`src/rtl/pll_cfg.svh`:
```
// Overview of operation
// (RULE1) Strap sampled at reset; low enables high swing
// (RULE2) Capability status bit follows the captured strap
// (RULE3) Ability advertise bit only when capable
// (RULE4) Request advertise bit only when capable
// (RULE5) Ability only advertises; negotiation resolves level
// (RULE6) Partner upper bits valid after done flag
// (RULE7) Finished indication set on negotiation completion
// (RULE8) Done flag when finished and link up
// (RULE9) Link status latches low until read
// (RULE10) Host rereads link status after reading zero
// (RULE11) Link drop restarts negotiation automatically
// (RULE12) Host restart request restarts negotiation
// (RULE13) Host forces link, no termination, before PMA loop; code forces neither, pma_loop_o follows its enable alone
// (RULE14) PMA local loop enable places PHY in loop
// (RULE15) PCS loop routes transmit data to receiver
// (RULE16) PCS loop drives nothing onto medium
// (RULE17) Host side loop returns MAC data to host
// (RULE18) Suppress bit blocks MAC data into core
// (RULE19) Ability writes ignored when not capable
`ifndef PLL_CFG_SVH
`define PLL_CFG_SVH
`define PLL_WORD_W         16
`define PLL_HI_ABL_BIT     13
`define PLL_HI_REQ_BIT     12
`define PLL_SUPPRESS_RST   1'b1
`define PLL_LOOP_RST       1'b0
`define PLL_RESTART_NS     1000
`define PLL_CLK_NS         40
`define PLL_RESTART_CYC    ((`PLL_RESTART_NS + `PLL_CLK_NS - 1) / `PLL_CLK_NS)
`define PLL_CNT_W          8
`endif

```
`src/rtl/pll_pkg.sv`:
```
package pll_pkg;
  // Negotiation progress per PHY
  typedef enum logic [1:0] {
    PLL_IDLE,
    PLL_RESTART,
    PLL_NEGOTIATE,
    PLL_DONE
  } pll_an_state_type;
endpackage : pll_pkg

```
`src/rtl/phy_link_level_loopback_ctrl.sv`:
```
`timescale 1ns/1ps
`include "pll_cfg.svh"
// One PHY's transmit level, negotiation status and loopback control
module phy_link_level_loopback_ctrl
  import pll_pkg::*;
#(
  parameter int W = `PLL_WORD_W
) (
  input  wire logic         clk_i,
  input  wire logic         reset_i,
  input  wire logic         soft_reset_i,           // Software reset pulse
  input  wire logic         high_swing_strap_i,     // Active low strap level
  input  wire logic         adv_high_swing_ability_i,
  input  wire logic         adv_high_swing_request_i,
  input  wire logic         adv_wr_i,               // Write strobe for both bits
  input  wire logic         negotiation_restart_request_i,
  input  wire logic         an_enable_i,            // Negotiation enabled
  input  wire logic         link_up_i,              // Core link indication
  input  wire logic         an_finished_i,          // Core finished pulse
  input  wire logic [3*W-1:0] partner_page_i,       // Partner base page
  input  wire logic [1:0]   partner_raddr_i,        // Word select
  input  wire logic         link_status_rd_i,       // Status read strobe
  input  wire logic         pma_local_loop_enable_i,
  input  wire logic         pcs_loop_enable_i,
  input  wire logic         host_side_loop_enable_i,
  input  wire logic         host_side_loop_tx_suppress_i,
  input  wire logic         suppress_wr_i,          // Write strobe for suppress
  input  wire logic         mac_tx_valid_i,
  input  wire logic [3:0]   mac_tx_data_i,
  input  wire logic         pcs_tx_valid_i,
  input  wire logic [3:0]   pcs_tx_data_i,
  input  wire logic         pcs_rx_valid_i,
  input  wire logic [3:0]   pcs_rx_data_i,
  output logic              high_swing_capable_o,
  output logic              adv_high_swing_ability_o,
  output logic              adv_high_swing_request_o,
  output logic              partner_high_swing_ability_o,
  output logic              partner_high_swing_request_o,
  output logic [W-1:0]      partner_word_o,
  output logic              negotiation_finished_indication_o,
  output logic              negotiation_done_flag_o,
  output logic              latched_link_up_o,
  output logic              negotiation_restart_request_o,
  output logic              pma_loop_o,
  output logic              pcs_loop_o,
  output logic              mdi_tx_en_o,
  output logic              core_tx_valid_o,
  output logic [3:0]        core_tx_data_o,
  output logic              host_rx_valid_o,
  output logic [3:0]        host_rx_data_o,
  output logic              suppress_o
);
  logic             rst_hold_r;     // High on the cycle after any reset
  logic             link_prev_r;    // Previous link level
  logic             link_drop;      // Falling edge of link
  logic             restart_go;     // Restart trigger
  logic             restart_busy;   // Restart in progress
  logic [W-1:0]     page_word;      // Registered partner word
  pll_an_state_type an_state_r;     // Negotiation progress

  // Mark the first cycle after hardware or software reset
  always_ff @(posedge clk_i or posedge reset_i) begin
    if (reset_i) begin
      rst_hold_r <= 1'b1;
    end else begin
      rst_hold_r <= soft_reset_i;
    end
  end

  // Strap caught by clock after release, never by the async reset
  always_ff @(posedge clk_i or posedge reset_i) begin
    if (reset_i) begin
      high_swing_capable_o <= 1'b0;
    end else if (rst_hold_r) begin
      high_swing_capable_o <= ~high_swing_strap_i;  // [RULE1] [RULE2]
    end
  end

  // Advertisement bits, gated by the capability
  always_ff @(posedge clk_i or posedge reset_i) begin
    if (reset_i) begin
      adv_high_swing_ability_o <= 1'b0;
      adv_high_swing_request_o <= 1'b0;
    end else if (rst_hold_r) begin
      adv_high_swing_ability_o <= 1'b0;
      adv_high_swing_request_o <= 1'b0;
    end else if (!high_swing_capable_o) begin
      // Not capable: writes ignored, bits stay clear [RULE19]
      adv_high_swing_ability_o <= 1'b0;
      adv_high_swing_request_o <= 1'b0;
    end else if (adv_wr_i) begin
      // Only advertises; level is left to negotiation [RULE3] [RULE4] [RULE5]
      adv_high_swing_ability_o <= adv_high_swing_ability_i;
      adv_high_swing_request_o <= adv_high_swing_request_i;
    end
  end

  // Link edge detect, link input is synchronous
  always_ff @(posedge clk_i or posedge reset_i) begin
    if (reset_i) begin
      link_prev_r <= 1'b0;
    end else begin
      link_prev_r <= link_up_i;
    end
  end

  assign link_drop  = link_prev_r & ~link_up_i;
  // Drop with negotiation enabled, or host request, restarts [RULE11] [RULE12]
  assign restart_go = (link_drop & an_enable_i) | negotiation_restart_request_i;

  // Stretch restart so the core sees it for a minimum time
  pll_restart_timer u_timer (
    .clk_i   (clk_i),
    .reset_i (reset_i),
    .start_i (restart_go),
    .busy_o  (restart_busy)
  );

  // Restart output registered from the timer
  always_ff @(posedge clk_i or posedge reset_i) begin
    if (reset_i) begin
      negotiation_restart_request_o <= 1'b0;
    end else begin
      negotiation_restart_request_o <= restart_busy | restart_go;  // [RULE11] [RULE12]
    end
  end

  // Negotiation progress tracking
  always_ff @(posedge clk_i or posedge reset_i) begin
    if (reset_i) begin
      an_state_r <= PLL_IDLE;
    end else begin
      case (an_state_r)
        PLL_IDLE: begin
          if (an_enable_i) an_state_r <= PLL_NEGOTIATE;
        end
        PLL_RESTART: begin
          if (!restart_busy) an_state_r <= PLL_NEGOTIATE;
        end
        PLL_NEGOTIATE: begin
          if (restart_go) an_state_r <= PLL_RESTART;
          else if (an_finished_i) an_state_r <= PLL_DONE;
        end
        PLL_DONE: begin
          if (restart_go) an_state_r <= PLL_RESTART;
          else if (!an_enable_i) an_state_r <= PLL_IDLE;
        end
        default: an_state_r <= PLL_IDLE;
      endcase
    end
  end

  // Finished indication and done flag
  always_ff @(posedge clk_i or posedge reset_i) begin
    if (reset_i) begin
      negotiation_finished_indication_o <= 1'b0;
      negotiation_done_flag_o           <= 1'b0;
    end else begin
      // Set on completion, even while link still sets up [RULE7]
      negotiation_finished_indication_o <= (an_state_r == PLL_DONE) ||
                                           (an_state_r == PLL_NEGOTIATE && an_finished_i && !restart_go);
      // Done only with link up [RULE8]
      negotiation_done_flag_o <= (an_state_r == PLL_DONE) && link_up_i && !restart_go;
    end
  end

  // Partner page captured at completion so words are coherent [RULE6] [RULE8]
  pll_word_store #(.W(W)) u_store (
    .clk_i   (clk_i),
    .reset_i (reset_i),
    .wr_i    (an_state_r == PLL_NEGOTIATE && an_finished_i),
    .wdata_i (partner_page_i),
    .raddr_i (partner_raddr_i),
    .rdata_o (page_word)
  );

  // Partner word from the store, zero until first capture; upper bits zero until done [RULE6]
  always_ff @(posedge clk_i or posedge reset_i) begin
    if (reset_i) begin
      partner_word_o               <= '0;
      partner_high_swing_ability_o <= 1'b0;
      partner_high_swing_request_o <= 1'b0;
    end else begin
      partner_word_o               <= page_word;
      partner_high_swing_ability_o <= negotiation_done_flag_o & partner_page_i[2*W + `PLL_HI_ABL_BIT];
      partner_high_swing_request_o <= negotiation_done_flag_o & partner_page_i[2*W + `PLL_HI_REQ_BIT];
    end
  end

  // Latch low: failure wins over the read that would reload it
  always_ff @(posedge clk_i or posedge reset_i) begin
    if (reset_i) begin
      latched_link_up_o <= 1'b0;
    end else if (!link_up_i) begin
      latched_link_up_o <= 1'b0;  // [RULE9]
    end else if (link_status_rd_i) begin
      // Reread after a zero shows current link [RULE9] [RULE10]
      latched_link_up_o <= 1'b1;
    end
  end

  // Loop enables, registered from host bits
  always_ff @(posedge clk_i or posedge reset_i) begin
    if (reset_i) begin
      pma_loop_o  <= `PLL_LOOP_RST;
      pcs_loop_o  <= `PLL_LOOP_RST;
      mdi_tx_en_o <= 1'b0;
    end else begin
      pma_loop_o  <= pma_local_loop_enable_i;  // [RULE14]
      pcs_loop_o  <= pcs_loop_enable_i;        // [RULE15]
      // No medium drive in PCS loop [RULE16]
      mdi_tx_en_o <= pcs_tx_valid_i & ~pcs_loop_enable_i;
    end
  end

  // Suppress bit defaults to set
  always_ff @(posedge clk_i or posedge reset_i) begin
    if (reset_i) begin
      suppress_o <= `PLL_SUPPRESS_RST;
    end else if (suppress_wr_i) begin
      suppress_o <= host_side_loop_tx_suppress_i;
    end
  end

  // MAC data into core, blocked while looping with suppress [RULE18]
  always_ff @(posedge clk_i or posedge reset_i) begin
    if (reset_i) begin
      core_tx_valid_o <= 1'b0;
      core_tx_data_o  <= 4'h0;
    end else begin
      core_tx_valid_o <= mac_tx_valid_i & ~(host_side_loop_enable_i & suppress_o);
      core_tx_data_o  <= mac_tx_data_i;
    end
  end

  // Host receive path: MAC loop, PCS loop, or normal receive
  always_ff @(posedge clk_i or posedge reset_i) begin
    if (reset_i) begin
      host_rx_valid_o <= 1'b0;
      host_rx_data_o  <= 4'h0;
    end else if (host_side_loop_enable_i) begin
      host_rx_valid_o <= mac_tx_valid_i;  // [RULE17]
      host_rx_data_o  <= mac_tx_data_i;
    end else if (pcs_loop_enable_i) begin
      host_rx_valid_o <= pcs_tx_valid_i;  // [RULE15]
      host_rx_data_o  <= pcs_tx_data_i;
    end else begin
      host_rx_valid_o <= pcs_rx_valid_i;
      host_rx_data_o  <= pcs_rx_data_i;
    end
  end
endmodule : phy_link_level_loopback_ctrl

```
`src/rtl/pll_restart_timer.sv`:
```
`timescale 1ns/1ps
`include "pll_cfg.svh"
// Holds the negotiation restart pulse for a minimum time
module pll_restart_timer
  import pll_pkg::*;
#(
  parameter int CYC = `PLL_RESTART_CYC
) (
  input  wire logic clk_i,
  input  wire logic reset_i,
  input  wire logic start_i,
  output logic      busy_o
);
  logic [`PLL_CNT_W-1:0] cnt_r;  // Cycles left

  // Retrigger reloads so back to back restarts extend
  always_ff @(posedge clk_i or posedge reset_i) begin
    if (reset_i) begin
      cnt_r  <= '0;
      busy_o <= 1'b0;
    end else if (start_i) begin
      cnt_r  <= CYC[`PLL_CNT_W-1:0];
      busy_o <= 1'b1;
    end else if (cnt_r != '0) begin
      cnt_r  <= cnt_r - 8'h01;
      busy_o <= (cnt_r != 8'h01);
    end else begin
      busy_o <= 1'b0;
    end
  end
endmodule : pll_restart_timer

```
`src/rtl/pll_word_store.sv`:
```
`timescale 1ns/1ps
`include "pll_cfg.svh"
// Holds the three partner base page words, registered read out
module pll_word_store
  import pll_pkg::*;
#(
  parameter int W = `PLL_WORD_W
) (
  input  wire logic             clk_i,
  input  wire logic             reset_i,
  input  wire logic             wr_i,
  input  wire logic [3*W-1:0]   wdata_i,
  input  wire logic [1:0]       raddr_i,
  output logic      [W-1:0]     rdata_o
);
  logic [W-1:0] mem_r [3];  // Lower, middle, upper word

  // Capture all words together so the page never mixes
  always_ff @(posedge clk_i or posedge reset_i) begin
    if (reset_i) begin
      for (int i = 0; i < 3; i++) mem_r[i] <= '0;
    end else if (wr_i) begin
      for (int i = 0; i < 3; i++) mem_r[i] <= wdata_i[i*W +: W];
    end
  end

  // Registered read; index 3 reads zero
  always_ff @(posedge clk_i or posedge reset_i) begin
    if (reset_i) begin
      rdata_o <= '0;
    end else if (raddr_i == 2'h3) begin
      rdata_o <= '0;
    end else begin
      rdata_o <= mem_r[raddr_i];
    end
  end
endmodule : pll_word_store

```
`config.mk`:
```
export PLATFORM = sky130hd
export DESIGN_NAME = phy_link_level_loopback_ctrl
export DESIGN_NICKNAME = d
export VERILOG_FILES = /design/src/rtl/pll_pkg.sv /design/src/rtl/phy_link_level_loopback_ctrl.sv /design/src/rtl/pll_restart_timer.sv /design/src/rtl/pll_word_store.sv
export VERILOG_INCLUDE_DIRS = /design/src /design/src/rtl
export SDC_FILE = /design/constraint.sdc
export NUM_CORES = 1
export LEC_CHECK = 0
export BUFFER_PORTS_ARGS = -buffer_cell sky130_fd_sc_hd__buf_2
export CORE_ASPECT_RATIO = 0.75
export CORE_MARGIN = 5
export CORE_UTILIZATION = 55
export DETAILED_ROUTE_END_ITERATION = 10
export HOLD_SLACK_MARGIN = 0.02
export PLACE_DENSITY = 0.82
export SLEW_MARGIN = 0
export SYNTH_ARGS = -nofsm -noshare
export SYNTH_HDL_FRONTEND = slang
export SYNTH_HIERARCHICAL = 1
export SYNTH_SLANG_ARGS = --single-unit
export TNS_END_PERCENT = 20
```
`constraint.sdc`:
```
create_clock -name clk_i -period 4 [get_ports clk_i]
set_input_delay 0.8 -clock clk_i [delete_from_list [all_inputs] [get_ports clk_i]]
set_output_delay 0.8 -clock clk_i [all_outputs]
set_load 0.02 [all_outputs]
```
==> metrics.txt <==
status completed; CP startpoint kind register; Max Clock Skew 0.00741 ns; via count 2,879; Mapped Cells 304; Worst Path Arrival 2.45 ns; DRT met1 WL 3930 um; detailed-route DRC error count 0; Crit Path Category register to register; flop and latch count out of synthesis 116; vias in the first global route 3,080; Register-to-Register Path Depth 3; gpl congestion 0.869; Slew @ Worst Pin 0.913 ns; final WL 9240 um; most frequent cell after synthesis dfrtp_1; max-slew violation count 0; fraction of registers with async set/reset 100%; Tcrit/Tclk final 51.7%; Sink Count 116; hold violation total from the final report 0; Initial Util 57.0%; Setup TNS 0 ns; Synthesized Nets 389; post-DR wirelength/cell 16.9 um; f_max 0.484 GHz; predominant post-synthesis flop cell dfrtp_1; CP Capture Type register; biggest area consumer among synthesized cells dfrtp_1; syn avg cell area 14.9 sq um; estimated wirelength of the detail-placed design 6330 um; Clk network pwr share 35.4%; DRT Pass-1 Iters 4; Reg clk slew, reported paths 0.06 ns; Final Core Density 71.9%; final setup vio count 0; ANT cells 0; Leak 0.00282 uW; fin crit period 2.07 ns; Synth top cells by count dfrtp_1 (114), mux2_2 (29), mux2i_1 (25), mux2_4 (20), o2bb2ai_1 (16); top cells by area, synth dfrtp_1 (63%), mux2_2 (7.2%), mux2_4 (6.6%), mux2i_1 (5.5%), o2bb2ai_1 (3.1%); Final nets 515; synthesized cell area 4530 sq um; Hold Crit Class primary input to async pin; Rel. slew slack 39.1%; GRT Total Usage 19.7%; fraction of layout cells with a size suffix above 1 47.4%; total gr overflow 0; post-CTS sizing 0; R2R Setup Slk 1.93 ns; fin cells 548; Routed Antenna Nets 0; hold-fix buffer count after cts 0; largest net degree at the start of global routing 44; core area 7950 sq um; Yosys warning count 6; sw power 1060 uW; Worst Path Required 4.38 ns; CTS Root Cell clkbuf_8; CTS tree built; area growth from synthesis to layout 26.1%; worst vdd ir 378 uV; crit-path max FO 30; fin area 5710 sq um; worst reg2reg path endpoint u_store/mem_r[17]; # rows 28; IO buf count 120; post-synth top area share 63.0%; Placed Cells 516; combinational power share 20.1%; Hold WS 0.300 ns; DR WL met3 659 um; Flop pwr share 44.6%; initial antenna violation count 0; P_int 2890 uW; met2 WL 4490 um; setup repair bufs after CTS 0; first-pass GRT wire length 15,000 um; sequential share of the synthesized area 64.1%; total die area 10,200 sq um; Crit Reg-Reg Startpoint an_state_r[0]; top layer in use met4; Sw Ratio 26.9%; Die Y 88.6 um; Initial DRC Count 101; Max Cap Viol 0; Die X 115 um; htree depth 4; Distinct cells, synth 44; RSZ-0062 raised after global routing false; Pwr per Cell Area 691 nW/um^2; TritonCTS buffer count 17; Worst-Skew Late Latency 0.50 ns; detailed-route vias per instance 5.25; I/O pins 121; area post-placement 5160 sq um; Max clock buf depth 2; Post-synth EDFFs 0
-- critical path: stages (launching register included) --
cell and delay [ns]:
dfrtp_1 0.43, and3b_2 0.59, buf_4 0.51, mux2_2 0.39
-- placed cells by master, fill, tap and decap left out, types with 3 or more instances in the layout --
| cell | instances |
|---|---|
| nor2b_1 | 4 |
| o21ai_1 | 4 |
| o21ai_0 | 6 |
| inv_2 | 3 |
| inv_1 | 6 |
| mux2_4 | 20 |
| mux2i_1 | 25 |
| clkbuf_16 | 16 |
| dfrtp_1 | 114 |
| o2bb2ai_1 | 16 |
| clkinvlp_4 | 4 |
| nand2_1 | 11 |
| clkinv_4 | 3 |
| buf_2 | 120 |
| a21oi_1 | 6 |
| clkinv_2 | 4 |
| nor2_1 | 9 |
| mux2_2 | 29 |
| ha_1 | 3 |
-- registers in the layout (all words and copies together) (netlist names), 2 cells and up --
name,count
host_rx_data_o,4
u_store/rdata_o,16
u_timer/cnt_r,8
core_tx_data_o,4
u_store/mem_r,48
partner_word_o,16
an_state_r,2
-- per-stage QoR --
step / setup slack [ns] / total power [uW]
floorplan: 1.60 / 2330
global placement: 1.58 / 2510
detailed placement: 1.54 / 2570
CTS: 1.93 / 3990
global route: 1.84 / 4150
finish: 1.93 / 3950
-- cell families after synthesis --
group / count (synthesis) / synth area share, %
XOR/XNOR: 1 / 0.193
AO/OA/AOI/OAI: 44 / 6.93
buffers and inverters: 24 / 3.42
AND/OR/NAND/NOR: 42 / 5.14
flip-flops: 116 / 64.1
adder cells (fa/ha/maj): 3 / 0.829
multiplexers: 74 / 19.4
-- power by group through the flow --
stage | clock network, uW | logic [uW] | registers [uW]
after floorplan | 0 | 513 | 1810
after global placement | 0 | 759 | 1750
after detailed placement | 0 | 799 | 1770
after CTS | 1420 | 803 | 1760
after global routing | 1480 | 868 | 1810
final | 1400 | 792 | 1760
-- layer usage --
layer	global-route usage, %	vias to the layer above
met2	32.1	102
met1	24.9	1423
li1	-	1337
met5	0	-
met3	5.26	17
met4	9.59	0
-- how the worst max path moves through the flow --
stage	from	endpoint	slack, ns
3_5_place_dp	an_finished_i	u_store/mem_r[17]	1.54
2_1_floorplan	reset_i	u_store/mem_r[0]	1.60
3_3_place_gp	an_finished_i	u_store/mem_r[33]	1.58
5_1_grt	an_state_r[0]	u_store/mem_r[34]	1.84
4_1_cts	an_state_r[0]	u_store/mem_r[34]	1.93
6_report	an_state_r[0]	u_store/mem_r[17]	1.93
-- final cells by class --
class / count / area, sq um
multi-input cells: 164 / 1470
clock buffers: 19 / 422
repair buffers: 122 / 616
clock inverters: 13 / 136
well taps: 105 / 131
flip-flops and latches: 116 / 2910
inverters: 9 / 33.8
fillers: 566 / 2240
Power figures use the tool's default switching activity.
